## config.mk

```make
export PLATFORM = sky130hd
export DESIGN_NAME = sfm_frame_monitor
export DESIGN_NICKNAME = d
export VERILOG_FILES = /design/src/common/sfm_pkg.sv /design/src/hdl/sfm_pin_sync.sv /design/src/hdl/sfm_frame_monitor.sv
export SDC_FILE = /design/constraint.sdc
export NUM_CORES = 1
export LEC_CHECK = 0
export BUFFER_PORTS_ARGS = -buffer_cell sky130_fd_sc_hd__buf_4
export CELL_PAD_IN_SITES_DETAIL_PLACEMENT = 1
export CELL_PAD_IN_SITES_GLOBAL_PLACEMENT = 1
export CORE_ASPECT_RATIO = 1.4
export CORE_MARGIN = 2
export CORE_UTILIZATION = 48
export DETAILED_ROUTE_END_ITERATION = 16
export MAX_ROUTING_LAYER = met4
export PLACE_DENSITY_LB_ADDON = 0.1
export RECOVER_POWER = 100
export SETUP_SLACK_MARGIN = 0.05
export SYNTH_ARGS = -nofsm -noshare
export SYNTH_HDL_FRONTEND = slang
export SYNTH_SLANG_ARGS = --single-unit
```

## constraint.sdc

```tcl
create_clock -name CLK_I -period 3 [get_ports CLK_I]
set_input_delay 0.3 -clock CLK_I [delete_from_list [all_inputs] [get_ports CLK_I]]
set_output_delay 0.3 -clock CLK_I [all_outputs]
set_load 0.02 [all_outputs]
```

## src/common/sfm_pkg.sv

```systemverilog
package sfm_pkg;

  // ****************************************************************
  // Frame layout.
  // ****************************************************************
  localparam int FRAME_BITS = 24;
  localparam int CNT_W = 5;
  localparam logic [CNT_W-1:0] FRAME_EDGES = 5'h18;
  localparam logic [CNT_W-1:0] CMD_END = 5'h07;
  localparam logic [CNT_W-1:0] DATA_FIRST = 5'h08;
  localparam logic [CNT_W-1:0] DATA_LAST = 5'h0F;
  localparam logic [CNT_W-1:0] CRC_COVER = 5'h10;

  // ****************************************************************
  // Checksum and commands.
  // ****************************************************************
  localparam logic [7:0] CRC_POLY = 8'h2F;
  localparam logic [7:0] CRC_INIT = 8'hFF;
  localparam logic [7:0] CMD_READ_STATUS = 8'hA5;

  // ****************************************************************
  // Status register link_transfer_status.
  // ****************************************************************
  localparam logic [7:0] STATUS_RESET = 8'h00;
  localparam int BIT_READBACK = 7;
  localparam int BIT_SHORT = 6;
  localparam int BIT_LONG = 5;
  localparam int BIT_BAD_CMD = 4;
  localparam int BIT_CHECKSUM = 3;
  localparam int BIT_CLK_FALL = 2;
  localparam int BIT_CLK_RISE = 1;
  localparam int BIT_RESET_TERM = 0;

  // ****************************************************************
  // Frame tracker states.
  // ****************************************************************
  typedef enum logic [1:0] {
    ST_IDLE = 2'b00,
    ST_FRAME = 2'b01,
    ST_ABORT = 2'b10
  } sfm_state_t;

endpackage

```

## src/hdl/sfm_pin_sync.sv

```systemverilog
`timescale 1ns/1ns
// ****************************************************************
// Two-stage synchroniser with edge detection after the second stage.
// ****************************************************************
module sfm_pin_sync #(
  parameter int W = 4
) (
  // Clock and reset
  input wire logic clk_i,
  input wire logic arst_n_i,
  // Asynchronous pins
  input wire logic [W-1:0] pin_i,
  // Synchronised level and edges
  output logic [W-1:0] level_o,
  output logic [W-1:0] rise_o,
  output logic [W-1:0] fall_o
);

  genvar g;
  generate
    for (g = 0; g < W; g++) begin : g_bit
      logic meta;
      logic stable;
      logic prev;
      always_ff @(posedge clk_i or negedge arst_n_i) begin
        if (!arst_n_i) begin
          meta <= 1'b0;
          stable <= 1'b0;
          prev <= 1'b0;
        end else begin
          meta <= pin_i[g];
          stable <= meta;
          prev <= stable;
        end
      end
      assign level_o[g] = stable;
      assign rise_o[g] = stable & ~prev;
      assign fall_o[g] = ~stable & prev;
    end
  endgenerate

endmodule // sfm_pin_sync

```

## src/hdl/sfm_frame_monitor.sv

```systemverilog
`timescale 1ns/1ns
module sfm_frame_monitor (
  // Clock and power-on reset
  input wire logic CLK_I,
  input wire logic ARST_N_I,
  // Serial link pins
  input wire logic SCLK_I,
  input wire logic CS_N_I,
  input wire logic SDI_I,
  input wire logic SDO_FB_I,
  output logic SDO_O,
  output logic SDO_OE_N_O,
  // Device core
  input wire logic DEV_RESET_I,
  input wire logic CMD_DEFINED_I,
  output logic [7:0] CMD_O,
  output logic [7:0] DATA_O,
  output logic FRAME_OK_O,
  output logic [7:0] STATUS_O
);

  // ****************************************************************
  // Pin synchronisation.
  // ****************************************************************
  logic [3:0] pin_lvl;
  logic [3:0] pin_rise;
  logic [3:0] pin_fall;

  sfm_pin_sync #(
    .W(4)
  ) u_sync (
    .clk_i(CLK_I),
    .arst_n_i(ARST_N_I),
    .pin_i({SDO_FB_I, SDI_I, CS_N_I, SCLK_I}),
    .level_o(pin_lvl),
    .rise_o(pin_rise),
    .fall_o(pin_fall)
  );

  logic sclk_lvl;
  logic sclk_rise;
  logic sclk_fall;
  logic cs_fall;
  logic cs_rise;
  logic sdi_lvl;
  logic fb_lvl;

  assign sclk_lvl = pin_lvl[0];
  assign sclk_rise = pin_rise[0];
  assign sclk_fall = pin_fall[0];
  assign cs_fall = pin_fall[1];
  assign cs_rise = pin_rise[1];
  assign sdi_lvl = pin_lvl[2];
  assign fb_lvl = pin_lvl[3];

  // ****************************************************************
  // Frame state.
  // ****************************************************************
  sfm_pkg::sfm_state_t state;
  sfm_pkg::sfm_state_t next_state;
  logic [sfm_pkg::CNT_W-1:0] rise_cnt;
  logic [sfm_pkg::CNT_W-1:0] next_rise_cnt;
  logic [sfm_pkg::CNT_W-1:0] fall_cnt;
  logic [sfm_pkg::CNT_W-1:0] next_fall_cnt;
  logic [sfm_pkg::FRAME_BITS-1:0] shift;
  logic [sfm_pkg::FRAME_BITS-1:0] next_shift;
  logic [7:0] crc;
  logic [7:0] next_crc;
  logic [7:0] ferr;
  logic [7:0] next_ferr;
  logic [7:0] flags;
  logic [7:0] next_flags;
  logic [7:0] snap;
  logic [7:0] next_snap;
  logic [7:0] cmd;
  logic [7:0] next_cmd;
  logic [7:0] data;
  logic [7:0] next_data;
  logic sdo;
  logic next_sdo;
  logic ok;
  logic next_ok;

  // Per-frame checks evaluated when select rises.
  logic [7:0] end_err;
  logic len_ok;
  logic crc_ok;
  logic is_read;
  logic crc_fb;

  always_comb begin
    len_ok = (rise_cnt == sfm_pkg::FRAME_EDGES) &&
             (fall_cnt == sfm_pkg::FRAME_EDGES);
    crc_ok = (crc == shift[7:0]);
    is_read = (cmd == sfm_pkg::CMD_READ_STATUS);
    end_err = ferr;
    if (sclk_lvl) begin
      end_err[sfm_pkg::BIT_CLK_RISE] = 1'b1;
    end
    if ((rise_cnt < sfm_pkg::FRAME_EDGES) ||
        (fall_cnt < sfm_pkg::FRAME_EDGES)) begin
      end_err[sfm_pkg::BIT_SHORT] = 1'b1;
    end
    if ((rise_cnt > sfm_pkg::FRAME_EDGES) ||
        (fall_cnt > sfm_pkg::FRAME_EDGES)) begin
      end_err[sfm_pkg::BIT_LONG] = 1'b1;
    end
    if (len_ok && !crc_ok) begin
      end_err[sfm_pkg::BIT_CHECKSUM] = 1'b1;
    end
    if (len_ok && crc_ok && !is_read && !CMD_DEFINED_I) begin
      end_err[sfm_pkg::BIT_BAD_CMD] = 1'b1;
    end
  end

  always_comb begin
    next_state = state;
    next_rise_cnt = rise_cnt;
    next_fall_cnt = fall_cnt;
    next_shift = shift;
    next_crc = crc;
    next_ferr = ferr;
    next_flags = flags;
    next_snap = snap;
    next_cmd = cmd;
    next_data = data;
    next_sdo = sdo;
    next_ok = 1'b0;
    crc_fb = crc[7] ^ sdi_lvl;
    case (state)
      sfm_pkg::ST_IDLE: begin
        next_sdo = 1'b0;
        if (cs_fall) begin
          next_state = sfm_pkg::ST_FRAME;
          next_rise_cnt = '0;
          next_fall_cnt = '0;
          next_crc = sfm_pkg::CRC_INIT;
          next_ferr = sfm_pkg::STATUS_RESET;
          next_ferr[sfm_pkg::BIT_CLK_FALL] = sclk_lvl;
        end
      end
      sfm_pkg::ST_FRAME: begin
        if (DEV_RESET_I) begin
          next_ferr[sfm_pkg::BIT_RESET_TERM] = 1'b1;
          next_sdo = 1'b0;
          next_state = sfm_pkg::ST_ABORT;
        end else if (cs_rise) begin
          // Set wins over the read clear; a read frame's own errors stay.
          next_flags = (is_read && len_ok && crc_ok) ?
                       sfm_pkg::STATUS_RESET : flags;
          next_flags = next_flags | end_err;
          next_ok = (end_err == sfm_pkg::STATUS_RESET);
          next_data = shift[15:8];
          next_sdo = 1'b0;
          next_state = sfm_pkg::ST_IDLE;
        end else begin
          if (sclk_rise) begin
            next_shift = {shift[sfm_pkg::FRAME_BITS-2:0], sdi_lvl};
            if (rise_cnt != '1) begin
              next_rise_cnt = rise_cnt + 1'b1;
            end
            if (rise_cnt < sfm_pkg::CRC_COVER) begin
              next_crc = {crc[6:0], 1'b0} ^
                         (crc_fb ? sfm_pkg::CRC_POLY : 8'h00);
            end
            if (fb_lvl != sdo) begin
              next_ferr[sfm_pkg::BIT_READBACK] = 1'b1;
            end
            if (rise_cnt == sfm_pkg::CMD_END) begin
              next_cmd = {shift[6:0], sdi_lvl};
              next_snap = flags;
            end
          end
          if (sclk_fall) begin
            if (fall_cnt != '1) begin
              next_fall_cnt = fall_cnt + 1'b1;
            end
            if (is_read && (rise_cnt >= sfm_pkg::DATA_FIRST) &&
                (rise_cnt <= sfm_pkg::DATA_LAST)) begin
              next_sdo = snap[3'h7 - rise_cnt[2:0]];
            end else begin
              next_sdo = 1'b0;
            end
          end
        end
      end
      sfm_pkg::ST_ABORT: begin
        // The cut-off frame carries only its abort, clock and readback results.
        next_sdo = 1'b0;
        if (cs_rise) begin
          next_flags = flags | ferr;
          next_flags[sfm_pkg::BIT_CLK_RISE] = flags[sfm_pkg::BIT_CLK_RISE]
                                              | sclk_lvl;
          next_state = sfm_pkg::ST_IDLE;
        end
      end
      default: begin
        next_state = sfm_pkg::ST_IDLE;
      end
    endcase
  end

  // ****************************************************************
  // State registers.
  // ****************************************************************
  always_ff @(posedge CLK_I or negedge ARST_N_I) begin
    if (!ARST_N_I) begin
      state <= sfm_pkg::ST_IDLE;
      rise_cnt <= '0;
      fall_cnt <= '0;
      shift <= '0;
      crc <= sfm_pkg::CRC_INIT;
      ferr <= sfm_pkg::STATUS_RESET;
      flags <= sfm_pkg::STATUS_RESET;
      snap <= sfm_pkg::STATUS_RESET;
      cmd <= 8'h00;
      data <= 8'h00;
      sdo <= 1'b0;
      ok <= 1'b0;
    end else begin
      state <= next_state;
      rise_cnt <= next_rise_cnt;
      fall_cnt <= next_fall_cnt;
      shift <= next_shift;
      crc <= next_crc;
      ferr <= next_ferr;
      flags <= next_flags;
      snap <= next_snap;
      cmd <= next_cmd;
      data <= next_data;
      sdo <= next_sdo;
      ok <= next_ok;
    end
  end

  // ****************************************************************
  // Outputs.
  // ****************************************************************
  assign SDO_O = sdo;
  assign SDO_OE_N_O = (state != sfm_pkg::ST_FRAME);
  assign CMD_O = cmd;
  assign DATA_O = data;
  assign FRAME_OK_O = ok;
  assign STATUS_O = flags;

endmodule // sfm_frame_monitor

```

==> impl_metrics.csv <==
group,metric,value,unit
global_routing,grt_remaining_overflow,0,
clock_tree,cts-resized-gates,0,
pwr,total_power,2.43,mW
run_status,violations,"capacitance limit, slew limit",
timing,slew_violations,84,
floorplan,design.core.area,7360,um2
clock_tree,htreeDepth,3,
final_layout,seq_area,2090,um2
timing,setup_slack,390,ps
detailed_routing,viasPerCell,5.42,
yosys,yosysWarnings,0,
yosys,syn_area,3640,um2
detailed_routing,drtIter0Drc,85,
detailed_routing,vias,2271,
place,numPortBuffers,34,
pwr,intPower,1.74,mW
place,dp_cells,402,
clock_tree,clockBufferDepth,2,
pwr,p_switching,0.698,mW
final_layout,nFillCells,779,
pwr,p_seq_frac,0.553,
pwr,netSwitchingFraction,0.287,
detailed_routing,drt_wl_total,7.55,mm
yosys,synth_edf_count,0,
timing,fmax,383,MHz
yosys,syn_avg_cell_area,13.1,um2
global_routing,grt_max_degree,84,
clock_tree,cts.sinks,83,
detailed_routing,wl_per_cell,18.0,um
yosys,ys_seq_elements,83,
global_routing,grt_antenna_before_repair,0,
worst_setup_path,startpoint_type,"flip-flop",
timing,whs,70.8,ps
pwr,p_clk_frac,0.297,
timing,fin_crit_sh,0.870,
worst_setup_path,worstSetupPathType,"reg2reg",
timing,setup_viol_count_final,0,
global_routing,grt_pass1_vias,2487,
floorplan,die_y,107,um
flow_run,drv_cap,1,
run_status,outcome,"complete, but fails checks",
global_routing,grt_usage,0.203,
worst_setup_path,crit_fanout,7,
final_layout,drive_gt1_frac,0.205,
timing,final.setup_skew,6.16,ps
final_layout,multi_input_area,1400,um2
detailed_routing,drc_errors,0,
clock_tree,post-cts-setup-buffer-count,0,
floorplan,row_count,37,
worst_setup_path,crit_arrival,2860,ps
clock_tree,clk_pin_slew_worst_paths,80,ps
pwr,cellPowerDensity,607,nW/um2
final_layout,insertedDiodeCount,0,
detailed_routing,antenna_left,0,
floorplan,initial_utilization,0.494,
timing,period_minus_slack,2610,ps
final_layout,final_nets,332,
yosys,async_reset_ff_frac,1.00,
timing,worst_pin_slew,2010,ps
floorplan,io_pins,35,
final_layout,syn_to_final_growth,10.1,%
timing,final-hold-violation-count,0,
clock_tree,cts_tree,"done",
floorplan,fp.dieW,77.6,um
worst_setup_path,reg2reg_slack,390,ps
pwr,ir_drop,0.404,mV
place,pre_cts_ws,495,ps
hold_path,worstHoldPathType,"in2reg",
yosys,netlist_instances,277,
floorplan,die_area,8300,um2
clock_tree,cts_made_buffers,9,
timing,rsz0062_at_grt,"no",
yosys,synth_ff_type,"dfrtp_1",
timing,relSlewSlack,-0.337,
place,gp_congestion,0.823,
clock_tree,clk_latency,350,ps
detailed_routing,dr.pass1.iters,4,
worst_setup_path,end_kind,"flip-flop",
pwr,leakage,1.81,nW
pwr,pwr-share-comb,0.150,
final_layout,final_cells,419,
timing,setup_tns,0,ps
yosys,ys_types,48,
clock_tree,cts_root_buffer,"clkbuf_8",
yosys,seq_area_frac_synth,0.574,
yosys,synth_fp_nets,292,
worst_setup_path,worst_ep_required_time,3250,ps
place,hpwl,5.40,mm
global_routing,grt_pass1_wl,12.6,mm
## state kept, by name (all words and copies together) (netlist names), 3 cells and up
register	flops
rise_cnt	5
snap	8
fall_cnt	5
shift	16
DATA_O	8
CMD_O	8
STATUS_O	8
u_sync.g_bit.stable	4
crc	8
ferr	3
u_sync.g_bit.meta	4
## critical path: stages, from the launching register on
cell and delay [ps]:
dfrtp_1 500, inv_1 120, ha_1 210, nand4bb_1 150, or4_1 640, or4_1 600
a22o_1 290
## cells by family (layout without fill, tap and decap cells)
group | after synthesis | in the layout | synth area share
compound gates | 37 | 37 | 0.0719
xor+xnor | 14 | 14 | 0.0337
fa+ha+maj | 7 | 7 | 0.0241
buf+inv | 20 | 65 | 0.0272
flops | 83 | 83 | 0.574
mux | 49 | 49 | 0.166
simple gates | 67 | 67 | 0.103
## per-stage QoR
stage	util	cell area [um2]
2_1_floorplan	-	3640
3_3_place_gp	0.544	4000
3_5_place_dp	0.544	4000
4_1_cts	0.569	4190
5_1_grt	0.544	4010
6_report	0.544	4010
## synthesized netlist by cell type, drive strengths merged, types with 2 or more instances
cell,n,share of area
nor2,18,0.019
dfstp,8,0.058
ha,7,0.024
o41ai,2,0.0069
or4b,2,0.0055
and3,2,0.0034
nand2,13,0.013
nor3,2,0.0028
mux2i,5,0.014
a21oi,6,0.0083
nand4,3,0.0052
clkbuf,7,0.0072
nor2b,5,0.0086
o31ai,3,0.0062
nor4bb,2,0.0055
a21boi,2,0.0041
a31oi,5,0.0086
or4,4,0.010
xnor2,13,0.031
nand2b,3,0.0052
o21a,2,0.0041
dfrtp,75,0.52
inv,8,0.0083
mux4,2,0.012
mux2,42,0.14
or2,2,0.0034
buf,5,0.012
a22o,6,0.014
nand3,4,0.0055
o211ai,2,0.0041
or3,3,0.0065
o21ai,6,0.0083
## final timing paths
path / from / endpoint / cells past startpoint
worst min-delay path: SDO_FB_I / u_sync.g_bit[3].meta$_DFF_PN0_ / 1
worst max register to register: rise_cnt[0]$_DFFE_PN0P_ / STATUS_O[1]$_DFFE_PN0P_ / 6
max in group asynchronous: ARST_N_I / snap[3]$_DFFE_PN0P_ / 3
worst max-delay path: rise_cnt[0]$_DFFE_PN0P_ / STATUS_O[1]$_DFFE_PN0P_ / 6
worst min register to register: u_sync.g_bit[2].meta$_DFF_PN0_ / u_sync.g_bit[2].stable$_DFF_PN0_ / 0
min in group asynchronous: ARST_N_I / fall_cnt[0]$_DFFE_PN0P_ / 3
## power groups by stage
| stage | clock, mW | sequential [mW] | combinational [mW] |
|---|---|---|---|
| detailed placement | 0 | 1.38 | 0.409 |
| floorplan | 0 | 1.37 | 0.224 |
| CTS | 0.745 | 1.35 | 0.412 |
| global placement | 0 | 1.37 | 0.395 |
| global route | 0.783 | 1.36 | 0.405 |
| finish | 0.722 | 1.35 | 0.365 |
## cells in the final DEF (no fill, tap or decap), types with 2 or more instances in the layout
cell       n
nor3_1     2
nor2_1    18
dfrtp_1   75
nand4_1    3
nand2b_1   3
mux2_2    31
buf_4      4
clkbuf_4   5
mux2i_1    5
and3_1     2
mux4_2     2
a22o_1     6
o41ai_1    2
or4_1      4
a21oi_1    6
a31oi_1    5
nor2b_1    5
xnor2_1   13
clkbuf_8  11
o21ai_0    6
o21a_1     2
inv_1      8
o31ai_1    3
or3_1      2
nand2_1   13
dfstp_2    7
ha_1       7
mux2_1    11
clkbuf_1  33
o211ai_1   2
a21boi_0   2
clkinv_2   2
nor4bb_1   2
nand3_1    4
## layout make-up
type                            count  area share
Sequential cell                    83       0.521
Multi-Input combinational cell    174       0.349
Timing Repair Buffer               41      0.0487
Clock buffer                       14      0.0406
Tap cell                           97      0.0303
Inverter                            8     0.00750
Clock inverter                      2     0.00250
## metal layers
layer | part of all wire | vias to the layer above | GRT usage | routed length [um]
met5 | 0 | - | - | 0
met4 | 0.028 | 0 | 0.0995 | 210
met3 | 0.026 | 15 | 0.0396 | 196
met2 | 0.53 | 32 | 0.345 | 3980
met1 | 0.42 | 1160 | 0.229 | 3170
li1 | - | 1064 | - | -
## timing repair
action,CTS,global route
endpoints found under the hold margin,75,0
hold buffers,1,0
setup endpoints to repair,0,0
Power figures use the tool's default switching activity.
